## src/design/ssps_pkg.sv

```systemverilog
/*
  ssps_pkg: shared constants and types of the status summary and port select block.
  assumes: a single 40 MHz core clock; axi4-lite register access.
*/
`default_nettype none

package ssps_pkg;

  // ****************************************
  // timing
  // ****************************************
  localparam int unsigned CLK_HZ       = 40_000_000;  // core clock rate
  localparam int unsigned IDLE_MIN     = 5;           // idle time before a port change, minutes
  localparam longint unsigned IDLE_CYC = longint'(IDLE_MIN) * 60 * CLK_HZ;  // idle time in cycles

  // ****************************************
  // register offsets (byte addresses)
  // ****************************************
  localparam logic [7:0] OFS_STB  = 8'h00;  // status byte, read only
  localparam logic [7:0] OFS_SRE  = 8'h04;  // service request enable
  localparam logic [7:0] OFS_ESR  = 8'h08;  // event status, read only, sticky
  localparam logic [7:0] OFS_ESE  = 8'h0C;  // event status enable
  localparam logic [7:0] OFS_ESRC = 8'h10;  // event status clear, write only
  localparam logic [7:0] OFS_PORT = 8'h14;  // active port state, read only
  localparam logic [7:0] OFS_IST  = 8'h18;  // interrupt status, read only, sticky
  localparam logic [7:0] OFS_IEN  = 8'h1C;  // interrupt enable
  localparam logic [7:0] OFS_ICLR = 8'h20;  // interrupt clear, write only

  // ****************************************
  // field positions and reset values
  // ****************************************
  localparam int unsigned STB_MAV = 4;  // message available bit
  localparam int unsigned STB_ESB = 5;  // event summary bit
  localparam int unsigned STB_MSS = 6;  // master summary bit
  localparam int unsigned IRQ_W   = 3;  // interrupt sources
  localparam int unsigned IRQ_SEL = 0;  // port selected
  localparam int unsigned IRQ_TRM = 1;  // command terminated
  localparam int unsigned IRQ_MSS = 2;  // service requested
  localparam logic [7:0] SRE_RST  = 8'h00;
  localparam logic [7:0] ESE_RST  = 8'h00;
  localparam logic [2:0] IEN_RST  = 3'h0;
  localparam logic [1:0] RESP_OK  = 2'h0;  // axi okay
  localparam logic [1:0] RESP_ERR = 2'h2;  // axi slverr

  // ****************************************
  // types
  // ****************************************
  typedef enum logic [1:0] {
    SSPS_NONE   = 2'b00,  // no port chosen yet
    SSPS_SERIAL = 2'b01,  // serial port owns the link
    SSPS_GPIB   = 2'b10   // ieee-488 port owns the link
  } ssps_port_t;

  // traffic seen on one port in one cycle
  typedef struct packed {
    logic       rx_valid;  // a byte arrived
    logic [7:0] rx_data;   // that byte
    logic       eoi;       // end marker with the byte (ieee-488 only)
  } ssps_rx_t;

endpackage

`default_nettype wire

```

## src/design/ssps_top.sv

```systemverilog
/*
  ssps_top: picks the active remote port and builds the status byte.
  assumes: traffic strobes synchronous to core_clk; the response buffer
  reports its own fill state; axi4-lite master keeps the usual handshake.
*/
// Our own choices: the AXI4-Lite interface to the registers and the register addresses.
`timescale 1ns/1ps
`default_nettype none

module ssps_top #(
  parameter longint unsigned IDLE_CYCLES = ssps_pkg::IDLE_CYC  // idle time, shortenable
) (
  // clock and reset
  input  wire logic                 core_clk,
  input  wire logic                 rst_n,
  // port traffic
  input  wire ssps_pkg::ssps_rx_t   serial_rx,
  input  wire ssps_pkg::ssps_rx_t   gpib_rx,
  // accepted traffic toward the command parser
  output var  ssps_pkg::ssps_rx_t   cmd_rx,
  output logic                      cmd_end,
  // device events and output buffer
  input  wire logic [7:0]           event_pulse,
  input  wire logic                 resp_pending,
  output logic [7:0]                status_byte,
  output logic                      srq_req,
  // axi4-lite slave
  input  wire logic [7:0]           s_axi_awaddr,
  input  wire logic                 s_axi_awvalid,
  output logic                      s_axi_awready,
  input  wire logic [31:0]          s_axi_wdata,
  input  wire logic [3:0]           s_axi_wstrb,
  input  wire logic                 s_axi_wvalid,
  output logic                      s_axi_wready,
  output logic [1:0]                s_axi_bresp,
  output logic                      s_axi_bvalid,
  input  wire logic                 s_axi_bready,
  input  wire logic [7:0]           s_axi_araddr,
  input  wire logic                 s_axi_arvalid,
  output logic                      s_axi_arready,
  output logic [31:0]               s_axi_rdata,
  output logic [1:0]                s_axi_rresp,
  output logic                      s_axi_rvalid,
  input  wire logic                 s_axi_rready,
  // interrupt
  output logic                      irq
);

  // ****************************************
  // declarations
  // ****************************************
  localparam logic [7:0] NL_CHAR = 8'h0A;  // newline terminator
  localparam int unsigned IRQ_W_L = ssps_pkg::IRQ_W;  // interrupt sources, declared before first use

  ssps_pkg::ssps_port_t port_reg;    // active port
  logic [38:0]          idle_reg;    // idle cycle counter
  logic                 expired_reg; // idle time elapsed
  logic [7:0]           sre_reg;     // service request enable
  logic [7:0]           ese_reg;     // event status enable
  logic [7:0]           esr_reg;     // sticky event status
  logic [IRQ_W_L-1:0]   ist_reg;     // sticky interrupt status
  logic [IRQ_W_L-1:0]   ien_reg;     // interrupt enable
  logic                 mss_d_reg;   // previous summary, for edge

  logic                 ser_hit;     // serial traffic accepted
  logic                 gpib_hit;    // ieee-488 traffic accepted
  logic                 sel_evt;     // a new port was chosen
  logic                 term_evt;    // a command ended
  logic [7:0]           stb_live;    // status byte without summary
  logic                 mss_live;    // live summary
  logic [IRQ_W_L-1:0]   ev_vec;      // interrupt events

  // axi write side
  logic                 aw_have_reg; // address captured
  logic                 w_have_reg;  // data captured
  logic [7:0]           aw_addr_reg; // captured address
  logic [31:0]          w_data_reg;  // captured data
  logic [3:0]           w_strb_reg;  // captured strobes
  logic                 wr_fire;     // both parts present
  logic                 wr_ok;       // mapped write offset

  // ****************************************
  // port selection
  // ****************************************
  // accepted traffic: only the owner, or anyone when unowned or idle long enough
  always_comb begin
    ser_hit  = 1'b0;
    gpib_hit = 1'b0;
    if (port_reg == ssps_pkg::SSPS_NONE || expired_reg) begin
      // serial wins a same-cycle tie
      ser_hit  = serial_rx.rx_valid;
      gpib_hit = gpib_rx.rx_valid && !serial_rx.rx_valid;
    end else if (port_reg == ssps_pkg::SSPS_SERIAL) begin
      ser_hit  = serial_rx.rx_valid;
    end else begin
      gpib_hit = gpib_rx.rx_valid;
    end
  end

  assign sel_evt = (ser_hit && port_reg != ssps_pkg::SSPS_SERIAL) ||
                   (gpib_hit && port_reg != ssps_pkg::SSPS_GPIB);

  // owner register
  always_ff @(posedge core_clk or negedge rst_n) begin
    if (!rst_n) begin
      port_reg <= ssps_pkg::SSPS_NONE;
    end else if (ser_hit) begin
      port_reg <= ssps_pkg::SSPS_SERIAL;
    end else if (gpib_hit) begin
      port_reg <= ssps_pkg::SSPS_GPIB;
    end
  end

  // idle timer: restarts on owner traffic, saturates when elapsed
  always_ff @(posedge core_clk or negedge rst_n) begin
    if (!rst_n) begin
      idle_reg    <= 39'h0;
      expired_reg <= 1'b0;
    end else if (ser_hit || gpib_hit) begin
      idle_reg    <= 39'h0;
      expired_reg <= 1'b0;
    end else if (port_reg != ssps_pkg::SSPS_NONE && !expired_reg) begin
      if (idle_reg >= 39'(IDLE_CYCLES - 1)) begin
        expired_reg <= 1'b1;
      end else begin
        idle_reg <= idle_reg + 39'h1;
      end
    end
  end

  // ****************************************
  // command path
  // ****************************************
  // forward accepted bytes; eoi counts as a newline
  always_ff @(posedge core_clk or negedge rst_n) begin
    if (!rst_n) begin
      cmd_rx  <= '0;
      cmd_end <= 1'b0;
    end else if (ser_hit) begin
      cmd_rx  <= serial_rx;
      cmd_end <= (serial_rx.rx_data == NL_CHAR);
    end else if (gpib_hit) begin
      cmd_rx  <= gpib_rx;
      cmd_end <= (gpib_rx.rx_data == NL_CHAR) || gpib_rx.eoi;
    end else begin
      cmd_rx  <= '0;
      cmd_end <= 1'b0;
    end
  end

  assign term_evt = (ser_hit && serial_rx.rx_data == NL_CHAR) ||
                    (gpib_hit && (gpib_rx.rx_data == NL_CHAR || gpib_rx.eoi));

  // ****************************************
  // status byte
  // ****************************************
  always_comb begin
    stb_live = 8'h00;
    stb_live[ssps_pkg::STB_ESB] = |(esr_reg & ese_reg);
    stb_live[ssps_pkg::STB_MAV] = resp_pending;
  end

  // summary from live bits, never held
  assign mss_live = |(stb_live & sre_reg);

  // registered status byte and service request
  always_ff @(posedge core_clk or negedge rst_n) begin
    if (!rst_n) begin
      status_byte <= 8'h00;
      srq_req     <= 1'b0;
      mss_d_reg   <= 1'b0;
    end else begin
      status_byte <= stb_live | (8'(mss_live) << ssps_pkg::STB_MSS);
      srq_req     <= mss_live;
      mss_d_reg   <= mss_live;
    end
  end

  // ****************************************
  // bus write handshake
  // ****************************************
  assign wr_fire = aw_have_reg && w_have_reg && !s_axi_bvalid;

  // take address and data in either order
  always_ff @(posedge core_clk or negedge rst_n) begin
    if (!rst_n) begin
      aw_have_reg <= 1'b0;
      w_have_reg  <= 1'b0;
      aw_addr_reg <= 8'h00;
      w_data_reg  <= 32'h0;
      w_strb_reg  <= 4'h0;
    end else begin
      if (s_axi_awvalid && s_axi_awready) begin
        aw_have_reg <= 1'b1;
        aw_addr_reg <= s_axi_awaddr;
      end else if (wr_fire) begin
        aw_have_reg <= 1'b0;
      end
      if (s_axi_wvalid && s_axi_wready) begin
        w_have_reg <= 1'b1;
        w_data_reg <= s_axi_wdata;
        w_strb_reg <= s_axi_wstrb;
      end else if (wr_fire) begin
        w_have_reg <= 1'b0;
      end
    end
  end

  // ready flops: one beat each until consumed
  always_ff @(posedge core_clk or negedge rst_n) begin
    if (!rst_n) begin
      s_axi_awready <= 1'b0;
      s_axi_wready  <= 1'b0;
    end else begin
      s_axi_awready <= !aw_have_reg && !(s_axi_awvalid && s_axi_awready) && !s_axi_bvalid;
      s_axi_wready  <= !w_have_reg && !(s_axi_wvalid && s_axi_wready) && !s_axi_bvalid;
    end
  end

  assign wr_ok = aw_addr_reg == ssps_pkg::OFS_SRE  || aw_addr_reg == ssps_pkg::OFS_ESE ||
                 aw_addr_reg == ssps_pkg::OFS_ESRC || aw_addr_reg == ssps_pkg::OFS_IEN ||
                 aw_addr_reg == ssps_pkg::OFS_ICLR;

  // write response
  always_ff @(posedge core_clk or negedge rst_n) begin
    if (!rst_n) begin
      s_axi_bvalid <= 1'b0;
      s_axi_bresp  <= ssps_pkg::RESP_OK;
    end else if (wr_fire) begin
      s_axi_bvalid <= 1'b1;
      s_axi_bresp  <= wr_ok ? ssps_pkg::RESP_OK : ssps_pkg::RESP_ERR;
    end else if (s_axi_bready) begin
      s_axi_bvalid <= 1'b0;
    end
  end

  // ****************************************
  // software registers
  // ****************************************
  // enable masks, low byte lane only
  always_ff @(posedge core_clk or negedge rst_n) begin
    if (!rst_n) begin
      sre_reg <= ssps_pkg::SRE_RST;
      ese_reg <= ssps_pkg::ESE_RST;
      ien_reg <= ssps_pkg::IEN_RST;
    end else if (wr_fire && w_strb_reg[0]) begin
      if (aw_addr_reg == ssps_pkg::OFS_SRE) begin
        sre_reg <= w_data_reg[7:0];
      end else if (aw_addr_reg == ssps_pkg::OFS_ESE) begin
        ese_reg <= w_data_reg[7:0];
      end else if (aw_addr_reg == ssps_pkg::OFS_IEN) begin
        ien_reg <= w_data_reg[IRQ_W_L-1:0];
      end
    end
  end

  assign ev_vec = {mss_live && !mss_d_reg, term_evt, sel_evt};

  // sticky bits; a set in the clear cycle wins, one generate per bit
  genvar gi;
  generate
    for (gi = 0; gi < 8; gi++) begin : g_esr
      always_ff @(posedge core_clk or negedge rst_n) begin
        if (!rst_n) begin
          esr_reg[gi] <= 1'b0;
        end else if (event_pulse[gi]) begin
          esr_reg[gi] <= 1'b1;
        end else if (wr_fire && w_strb_reg[0] && aw_addr_reg == ssps_pkg::OFS_ESRC && w_data_reg[gi]) begin
          esr_reg[gi] <= 1'b0;
        end
      end
    end
    for (gi = 0; gi < IRQ_W_L; gi++) begin : g_ist
      always_ff @(posedge core_clk or negedge rst_n) begin
        if (!rst_n) begin
          ist_reg[gi] <= 1'b0;
        end else if (ev_vec[gi]) begin
          ist_reg[gi] <= 1'b1;
        end else if (wr_fire && w_strb_reg[0] && aw_addr_reg == ssps_pkg::OFS_ICLR && w_data_reg[gi]) begin
          ist_reg[gi] <= 1'b0;
        end
      end
    end
  endgenerate

  // interrupt line
  always_ff @(posedge core_clk or negedge rst_n) begin
    if (!rst_n) begin
      irq <= 1'b0;
    end else begin
      irq <= |(ist_reg & ien_reg);
    end
  end

  // ****************************************
  // bus read
  // ****************************************
  // one read at a time; data one cycle after address
  always_ff @(posedge core_clk or negedge rst_n) begin
    if (!rst_n) begin
      s_axi_arready <= 1'b0;
      s_axi_rvalid  <= 1'b0;
      s_axi_rdata   <= 32'h0;
      s_axi_rresp   <= ssps_pkg::RESP_OK;
    end else if (s_axi_arvalid && s_axi_arready) begin
      s_axi_arready <= 1'b0;
      s_axi_rvalid  <= 1'b1;
      s_axi_rresp   <= ssps_pkg::RESP_OK;
      if (s_axi_araddr == ssps_pkg::OFS_STB) begin
        s_axi_rdata <= {24'h0, stb_live | (8'(mss_live) << ssps_pkg::STB_MSS)};
      end else if (s_axi_araddr == ssps_pkg::OFS_SRE) begin
        s_axi_rdata <= {24'h0, sre_reg};
      end else if (s_axi_araddr == ssps_pkg::OFS_ESR) begin
        s_axi_rdata <= {24'h0, esr_reg};
      end else if (s_axi_araddr == ssps_pkg::OFS_ESE) begin
        s_axi_rdata <= {24'h0, ese_reg};
      end else if (s_axi_araddr == ssps_pkg::OFS_PORT) begin
        s_axi_rdata <= {29'h0, expired_reg, port_reg};
      end else if (s_axi_araddr == ssps_pkg::OFS_IST) begin
        s_axi_rdata <= {29'h0, ist_reg};
      end else if (s_axi_araddr == ssps_pkg::OFS_IEN) begin
        s_axi_rdata <= {29'h0, ien_reg};
      end else if (s_axi_araddr == ssps_pkg::OFS_ESRC || s_axi_araddr == ssps_pkg::OFS_ICLR) begin
        s_axi_rdata <= 32'h0;
      end else begin
        s_axi_rdata <= 32'h0;
        s_axi_rresp <= ssps_pkg::RESP_ERR;
      end
    end else if (s_axi_rvalid) begin
      if (s_axi_rready) begin
        s_axi_rvalid  <= 1'b0;
        s_axi_arready <= 1'b1;
      end
    end else begin
      s_axi_arready <= 1'b1;
    end
  end

endmodule

`default_nettype wire

```

## config.mk

```make
export PLATFORM = sky130hd
export DESIGN_NAME = ssps_top
export DESIGN_NICKNAME = d
export VERILOG_FILES = /design/src/design/ssps_pkg.sv /design/src/design/ssps_top.sv
export SDC_FILE = /design/constraint.sdc
export NUM_CORES = 1
export LEC_CHECK = 0
export BUFFER_PORTS_ARGS = -buffer_cell sky130_fd_sc_hd__clkbuf_2
export CAP_MARGIN = 25
export CELL_PAD_IN_SITES_DETAIL_PLACEMENT = 1
export CELL_PAD_IN_SITES_GLOBAL_PLACEMENT = 1
export CORE_MARGIN = 2
export CORE_UTILIZATION = 37
export CTS_BUF_LIST = sky130_fd_sc_hd__clkbuf_2
export DETAILED_ROUTE_END_ITERATION = 6
export GPL_ROUTABILITY_DRIVEN = 0
export PLACE_DENSITY = 0.82
export SKIP_LAST_GASP = 1
export SYNTH_ARGS = -nofsm -noshare
export SYNTH_HDL_FRONTEND = slang
export SYNTH_SLANG_ARGS = --single-unit
```

## constraint.sdc

```tcl
create_clock -name core_clk -period 3.75 [get_ports core_clk]
set_clock_uncertainty 0.2 [all_clocks]
set_input_delay 0.75 -clock core_clk [delete_from_list [all_inputs] [get_ports core_clk]]
set_output_delay 0.75 -clock core_clk [all_outputs]
set_load 0.01 [all_outputs]
```

# Word level (Yosys, flattened, before mapping)
# Cells that the tools add are included.
op_classes:
  add_sub_neg: 1
  n_mul: 0
  n_div: 0
  order_cmp: 1
  eq_ne: 20
  shifts: 0
  muxes: 65
  bitwise: 6
  n_reduce_logical: 76
op_table:
  columns: ["operator", "count"]
  rows:
  - ["two-way mux 39 bit", 3]
  - ["== test 8 x 5 -> 1 bit (second input constant)", 6]
  - ["two-way mux 1 bit", 42]
  - ["== test 8 x 4 -> 1 bit (second input constant)", 5]
  - ["adder 39 x 1 -> 39 bit (second input constant)", 1]
  - [">= comparator 39 x 34 -> 1 bit (second input constant)", 1]
  - ["nonzero test 2 bit", 18]
  - ["two-way mux 8 bit", 4]
  - ["logical AND 1 bit", 30]
  - ["two-way mux 2 bit", 11]
  - ["two-way mux 10 bit", 2]
  - ["== test 8 x 3 -> 1 bit (second input constant)", 2]
  - ["== test 8 x 6 -> 1 bit (second input constant)", 2]
  - ["OR reduction 8 bit", 2]
  - ["logical OR 1 bit", 10]
  - ["two-way mux 3 bit", 3]
  - ["bitwise AND 6 x 8 -> 8 bit", 1]
  - ["bitwise AND 8 bit", 1]
  - ["zero test 1 bit", 8]
  - ["zero test 8 bit", 1]
  - ["OR 6 x 7 -> 7 bit", 1]
  - ["AND reduction 2 bit", 3]
  - ["inequality test 2 bit (second input constant)", 2]
  - ["AND reduction 4 bit", 1]
  - ["other kinds (8)", 9]
totals:
  register_bits: 153
  latchBits: 0
  ram_bits: 0
  romBits: 0
  inputBits: 88
  output_inout_bits: 62
  word_cells: 206
  memories: 0

# Longest topological paths before layout
# Gate-level depths: netlist of the first run.
depth:
  ltp_word: 10
  ltp_mapped: 9
  mapped_depth_nobuf: 8

# Worst setup path after synthesis of the first run
# Ideal clock, no wire load.
synth_path:
  kind: "reg-to-reg"
  from: "reg idle_reg[36]"
  to: "reg idle_reg[21]"
  setup_time_ns: 0.078
  t_arrival_ns: 2.200
  t_required_ns: 3.472
  setup_slack_ns: 1.272
  stages_incl_launch_ff: 8
  n_path_buf: 1
  synth_period_minus_slack_ns: 2.478
  cell_sequence: "dfrtp_1 > or4_1 > a211o_1 > nor3_2 > nand2_1 > buf_2 > or4_1 > a21oi_1"
synth_between:
  elab_chain_len: 3
synth_rtl:
  columns: ["element", "line", "source"]
  rows:
  - ["start: declaration", "ssps_top.sv:56", "logic [38:0] idle_reg;"]
  - ["start signal: assignment", "ssps_top.sv:126", "idle_reg <= idle_reg + 39'h1;"]
  - [">= comparator 39 x 34 -> 1 bit", "ssps_top.sv:123", "if (idle_reg >= 39'(IDLE_CYCLES - 1)) begin"]
  - ["inequality test 2 bit (no source line)", null, null]
  - ["AND reduction 2 bit (no source line)", null, null]
# No other way between the ends.
# A chain may end at the register's enable or synchronous reset.

# Final worst setup path of the first run
layout_path:
  from: "reg idle_reg[36]"
  to: "reg idle_reg[9]"
# Same word-level chain as after synthesis.

==> results of run 1 <==
## what timing repair did
action	CTS	global route
hold buffers	20	4
setup endpoints to repair	0	0
endpoints found under the hold margin	77	4
## final cells by class
class | instances | area, um^2
Fill cell | 1811 | 8830
Sequential cell | 121 | 3030
Multi-Input combinational cell | 410 | 2660
Timing Repair Buffer | 126 | 793
Tap cell | 216 | 270
Clock buffer | 21 | 105
Clock inverter | 10 | 80.1
Inverter | 16 | 60.1
Antenna cell | 2 | 5.00
## power by group through the flow
stage | combinational [mW] | clock (mW) | sequential, mW
3_5_place_dp | 0.457 | 0 | 1.66
2_1_floorplan | 0.303 | 0 | 1.61
4_1_cts | 0.477 | 0.751 | 1.63
6_report | 0.481 | 0.744 | 1.63
5_1_grt | 0.535 | 0.821 | 1.66
3_3_place_gp | 0.431 | 0 | 1.63
## metrics by stage
step | worst slack (ps) | std cells
after global routing | 407 | 922
after CTS | 616 | 916
after global placement | 755 | 865
final | 633 | 922
after floorplan | 1270 | 601
after detailed placement | 630 | 865
## layer usage
| layer | vias up | global-route usage, % |
|---|---|---|
| met1 | 2527 | 23.9 |
| li1 | 2308 | - |
| met3 | 31 | 3.75 |
| met5 | - | 0 |
| met2 | 147 | 35.2 |
| met4 | 0 | 8.70 |
## synth_stat cells, types with 4 or more instances
cell,instances
nand2_1,46
nor3_1,14
mux2_2,44
or3_1,7
nand3_1,25
o31ai_1,22
inv_1,16
dfrtp_1,121
clkbuf_1,11
or4_1,24
or2_2,5
a21oi_1,35
nor2_1,16
and2_1,9
nor4b_1,4
mux2i_1,6
a21o_1,11
buf_4,32
and3_1,7
nand4_1,13
buf_2,10
nor4_1,7
a22oi_1,6
o21ai_0,22
a22o_1,13
## logic make-up (layout without fill, tap and decap cells)
family                   Yosys count  in the layout  synth area share [%]
multiplexers                      50             50                  9.31
flip-flops                       121            121                  50.7
AO/OA/AOI/OAI                    133            133                  14.8
adder cells (fa/ha/maj)            1              1                 0.210
AND/OR/NAND/NOR                  194            194                  18.1
buffers and inverters             70            173                  6.62
other                              1             33                0.0628
XOR/XNOR                           1              1                 0.147
## worst max path at each step
stage	from	to	slack, ps	depth (start not counted)
6_report	idle_reg[36]	idle_reg[9]	630	6
4_1_cts	idle_reg[36]	idle_reg[17]	620	6
3_3_place_gp	idle_reg[36]	idle_reg[17]	750	6
3_5_place_dp	idle_reg[36]	idle_reg[7]	630	6
2_1_floorplan	idle_reg[36]	idle_reg[21]	1270	7
5_1_grt	idle_reg[36]	idle_reg[7]	410	6
==> summary.txt, run 1 <==
Status: completed
Total power: 2.86 mW
Root buf cell: clkbuf_2
Critical path type: register to register
Synth cell types: 53
Grt ovf: 0
Final setup viols: 0
Cell area after synthesis: 0.00597 mm^2
Max FFs per register: 39
Crit path DAT: 3570 ps
Die footprint: 0.0172 mm^2
Detail Placement HPWL: 11.3 mm
Clock share of power: 26.0%
Final Slew Violations: 0
CORE AREA: 0.0158 mm^2
Crit path largest cell delay: 680 ps
Synth Warn #: 0
Clock-pin slew on the worst setup and hold paths: 180 ps
EDFF count, synth: 0
Highest routed layer: met4
TritonCTS buffer count: 17
P_sw: 915 uW
Initial Utilization: 37.7%
Max-cap violations: 0
CTS HTree Levels: 4
DR WL met3: 819 um
Design Area, Final: 0.00700 mm^2
Syn Area/Cell: 10.5 um^2
Post-CTS Setup Inserts: 0
Resized Gates After CTS: 0
Vias in the first global route: 5277
Vias: 5013
Routed WL: 16.5 mm
Worst path cell trace: or4_1, a211o_1, nor3_2, nand2_1, or4_1, a21oi_1
RR Endpoint: idle_reg[9]
Gr usage total: 20.0%
Pin count of the biggest net entering global routing: 62
Hold_ws: 51.8 ps
Final Hold Fails: 0
Synth top area share: 50.7%
Setup_tns: 0 ps
Crit Path Max Fanout: 28
Die height: 131 um
Clock Tree Buf Depth: 2
CP most frequent cell: or4_1
Logic pwr share: 16.8%
Worst Reg2Reg Path Length in Cells: 6
Area after DPL: 0.00657 mm^2
Number of buffers added on ports: 91
Async SR Flop Fraction: 100%
TritonRoute pass-1 iters: 4
CTS tree: yes
Initial DRC Count: 291
Buf+Inv Stages, Crit Path: 0
Nets: 781
R2r startpoint: idle_reg[36]
Cell Int Power: 1.94 mW
Hold wc startpoint: serial_rx[1]
Drt drc: 0
Wl on met1: 6.92 mm
RSZ-0062 raised after global routing: false
Ys flop type: dfrtp_1
Initial antenna violation count: 2
Tcrit/Tclk final: 83.1%
Hold Path Depth: 2
Most area-consuming cells after synthesis: dfrtp_1 (51%), mux2_2 (8.3%), buf_4 (4.0%)
WHS Endpoint: cmd_rx[1]
Area growth, synth to finish: 17.3%
Worst setup SP type: register
Layout cells sized above 1: 26.3%
Clock Sinks: 121
Minimum clock period after layout: 3120 ps
Headroom to the max-slew limit: 36.8%
First-pass GRT wire length: 26.4 mm
Sequential cell area fraction in the yosys report: 50.7%
Commonest non-fill, non-tap cells in the layout: dfrtp_1 (121), clkbuf_2 (111), nand2_1 (46)
Critical Path Slowest Stage Cell: or4_1
Via-to-Cell Ratio: 5.44
Hold Path Class: input pin to register
Maximum VDD drop: 0.127 mV
Commonest non-fill, non-tap cell in the layout: dfrtp_1
# IOs: 150
Top delay family on crit path: simple AND/OR/NAND/NOR gates
Critical path capture point type: register
Average wire per standard cell: 17.9 um
Cell taking the most area after synthesis: dfrtp_1
Post-route ant nets: 0
Util after Layout: 44.2%
Row Count: 46
Switching share of total power: 32.0%
Pleak: 3.14 nW
Post-Syn Instances: 571
Met2 Wirelength: 8.47 mm
FF+latch count, synth: 121
Slew @ Worst Pin: 935 ps
Sequential share of power: 57.1%
Later-pin clock latency in the skew report: 740 ps
CP Data Required Time: 4200 ps
Chip width: 131 um
Reg2Reg Setup Slack: 630 ps
PwrDens: 408 mW/mm^2
F_max: 0.321 GHz
Power figures use the tool's default switching activity.
==> run 2: changes to the inputs <==
- ABC_AREA: default -> 1
- PLACE_DENSITY: 0.82 -> 0.85
- clock period: 3.75 -> 3.1 ns (I/O delays scaled with it)
==> summary.txt, run 2 <==
Via-to-Cell Ratio: 5.03 (-7.4%)
EDFF count, synth: 0 (unchanged)
Tcrit/Tclk final: 81.7%
Synth top cells by count: nand2_1 (285), nor2_1 (125), dfrtp_1 (121)
Met3 usage: 5.30% (+1.6 points)
Cell taking the most area after synthesis: dfrtp_1
Sequential share of power: 51.0% (-6.1 points)
Clock Sinks: 121 (unchanged)
Critical path type: input pin to register
Chip width: 141 um (+7.3%)
CP most frequent cell: dlygate4sd3_1
Grt ovf: 0 (unchanged)
Average wire per standard cell: 15.8 um (-12%)
Crit Path Max Fanout: 5 (-82%)
Pin count of the biggest net entering global routing: 122 (+97%)
Clock share of power: 28.2% (+2.2 points)
Clock Tree Buf Depth: 2 (unchanged)
Root buf cell: clkbuf_2
Cell Int Power: 2.40 mW (+23%)
Top delay family on crit path: buffers and inverters
R2r startpoint: idle_reg[0]
Worst path cell trace: dlygate4sd3_1, clkbuf_2, nor2_1, dlygate4sd3_1, nand4_1, dlygate4sd3_1, a31oi_1
Final setup viols: 0 (unchanged)
Later-pin clock latency in the skew report: 740 ps (about the same)
CORE AREA: 0.0181 mm^2 (+15%)
Die footprint: 0.0198 mm^2 (+15%)
Resized Gates After CTS: 0 (unchanged)
TritonCTS buffer count: 17 (unchanged)
Ys flop type: dfrtp_1
Total power: 3.75 mW (+31%)
Commonest non-fill, non-tap cell in the layout: nand2_1
Logic pwr share: 20.7% (+3.9 points)
Grt peak-use layer: met2
Syn Area/Cell: 7.27 um^2 (-30%)
Worst setup SP type: input pin
Worst Reg2Reg Path Length in Cells: 9 (+3)
First-pass GRT wire length: 35.9 mm (+36%)
Number of buffers added on ports: 91 (unchanged)
Buf+Inv Stages, Crit Path: 4 (+4)
Initial DRC Count: 344 (+18%)
RSZ-0062 raised after global routing: false
Worst setup endpoint: s_axi_rdata[4]
PwrDens: 457 mW/mm^2 (+12%)
Cell area after synthesis: 0.00691 mm^2 (+16%)
Synth top area share: 43.8% (-6.9 points)
Critical Path Slowest Stage Cell: dlygate4sd3_1
Max-cap violations: 0 (unchanged)
Post-Syn Instances: 950 (+66%)
Hold Path Class: input pin to register
Row Count: 49 (+6.5%)
F_max: 0.395 GHz
Crit path from: s_axi_araddr[1]
Pleak: 4.27 nW (+36%)
Vias in the first global route: 7206 (+37%)
CP Data Required Time: 3560 ps (-640 ps)
Fillers: 2337 (+29%)
P_sw: 1.36 mW (+48%)
Sequential cell area fraction in the yosys report: 43.8% (-6.9 points)
RR Endpoint: idle_reg[15]
CTS tree: yes
Initial antenna violation count: 2 (unchanged)
Maximum VDD drop: 0.398 mV (+210%)
Initial Utilization: 38.1% (+0.34 points)
TritonRoute pass-1 iters: 5 (+1)
Post-CTS Setup Inserts: 0 (unchanged)
Async SR Flop Fraction: 100% (unchanged)
Nets: 1179 (+51%)
Slew @ Worst Pin: 687 ps (-248 ps)
Max FFs per register: 39 (unchanged)
Critical path capture point type: register
Area growth, synth to finish: 18.8%
# IOs: 150 (unchanged)
Synth Warn #: 0 (unchanged)
Met1 GRT Util: 28.6% (+4.7 points)
Reg2Reg Setup Slack: 610 ps (-20 ps)
GR Layer Usage met2: 38.3% (+3.1 points)
Routed WL: 21.1 mm (+28%)
Switching share of total power: 36.2% (+4.2 points)
FF+latch count, synth: 121 (unchanged)
CP Depth: 7 (+1)
CTS HTree Levels: 4 (unchanged)
Drt drc: 0 (unchanged)
Minimum clock period after layout: 2530 ps
Final Hold Fails: 0 (unchanged)
Detail Placement HPWL: 14.6 mm (+28%)
Final Slew Violations: 0 (unchanged)
Clock-pin slew on the worst setup and hold paths: 220 ps (+40 ps)
Most area-consuming cells after synthesis: dfrtp_1 (44%), nand2_1 (15%), nor2_1 (6.8%)
Crit path largest cell delay: 600 ps (-80 ps)
Gr usage total: 22.6% (+2.6 points)
Synth cell types: 41 (-23%)
Vias: 6710 (+34%)
Layout cells sized above 1: 14.4% (-12 points)
Post-CTS Hold Fix Bufs: 51 (+160%)
Most common cell in the netlist: nand2_1
Setup_tns: 0 ps (unchanged)
Die height: 141 um (+7.3%)
Status: completed
Crit path DAT: 2990 ps (-580 ps)
Util after Layout: 45.2% (+0.98 points)
Post-route ant nets: 0 (unchanged)
Commonest non-fill, non-tap cells in the layout: nand2_1 (285), nor2_1 (125), dfrtp_1 (121)
Headroom to the max-slew limit: 54.2% (+17 points)
-- run 2: changes by cell type in the layout (fill, tap and decap cells not counted), sizes merged, moves of 27 or more --
| cell | delta |
|---|---|
| dlygate4sd3 | +27 |
| inv | +107 |
| mux2 | -39 |
| nand2 | +241 |
| nand3 | +49 |
| nand4 | +33 |
| nor2 | +117 |
| o21ai | +28 |
-- run 2: how the worst min path moves through the flow --
| stage | end | slack, ps | cells past startpoint | start |
|---|---|---|---|---|
| 6_report | port_reg[1] | 110 | 3 | gpib_rx[9] |
| 5_1_grt | port_reg[1] | 60 | 3 | gpib_rx[9] |
| 4_1_cts | cmd_end | 20 | 5 | serial_rx[2] |
| 3_5_place_dp | s_axi_rdata[2] | 270 | 2 | s_axi_rdata[2] |
| 3_3_place_gp | s_axi_rdata[1] | 260 | 2 | s_axi_rdata[1] |
| 2_1_floorplan | aw_addr_reg[0] | 120 | 0 | rst_n |
-- run 2: stage by stage --
step | hold slack, ps | instances | setup WS [ps] | cell area (um^2)
after CTS | 19.3 | 1332 | 580 | 8200
after global placement | 265 | 1249 | 688 | 7450
after global routing | 57.6 | 1333 | 376 | 8200
final | 113 | 1333 | 569 | 8200
after detailed placement | 273 | 1249 | 643 | 7450
after floorplan | 124 | 980 | 1110 | 7020
-- run 2: layout make-up --
class	instances	area, um^2	share of cell area [%]
multi-input combinational	689	3180	38.8
sequential	121	3030	36.9
timing repair buffer	148	1040	12.7
inverter	113	427	5.20
tap	229	287	3.49
clock inverter	15	155	1.89
clock buffer	17	85.1	1.04
antenna	1	2.50	0.0305
-- run 2: cell families (layout without fill, tap and decap cells) --
| group | count (synthesis) | count (layout) | share of synthesized area, % |
|---|---|---|---|
| compound gates | 88 | 88 | 6.96 |
| simple gates | 549 | 549 | 34.5 |
| fa+ha+maj | 1 | 1 | 0.181 |
| xor+xnor | 15 | 15 | 1.90 |
| buf+inv | 170 | 293 | 11.8 |
| mux | 5 | 5 | 0.815 |
| flops | 121 | 121 | 43.8 |
| other cells | 1 | 32 | 0.0543 |
-- run 2: layer usage --
layer  vias up  wire [um]
li1       3247          -
met5         -         13
met1      3272       9200
met4         2        430
met3        39       1060
met2       150      10400
-- run 2: power groups by stage --
stage                     sequential (mW)  combinational, mW  clock [mW]
after floorplan                      1.94              0.450           0
after global placement               1.93              0.678           0
after detailed placement             1.94              0.708           0
after CTS                            1.91              0.761        1.09
after global routing                 1.95              0.882        1.17
final                                1.91              0.778        1.06
-- run 2: tightest hold or removal path: cells and delay by family --
kind	cells	cell delay (ps)
AO/OA/AOI/OAI	2	310
buffers and inverters	1	90
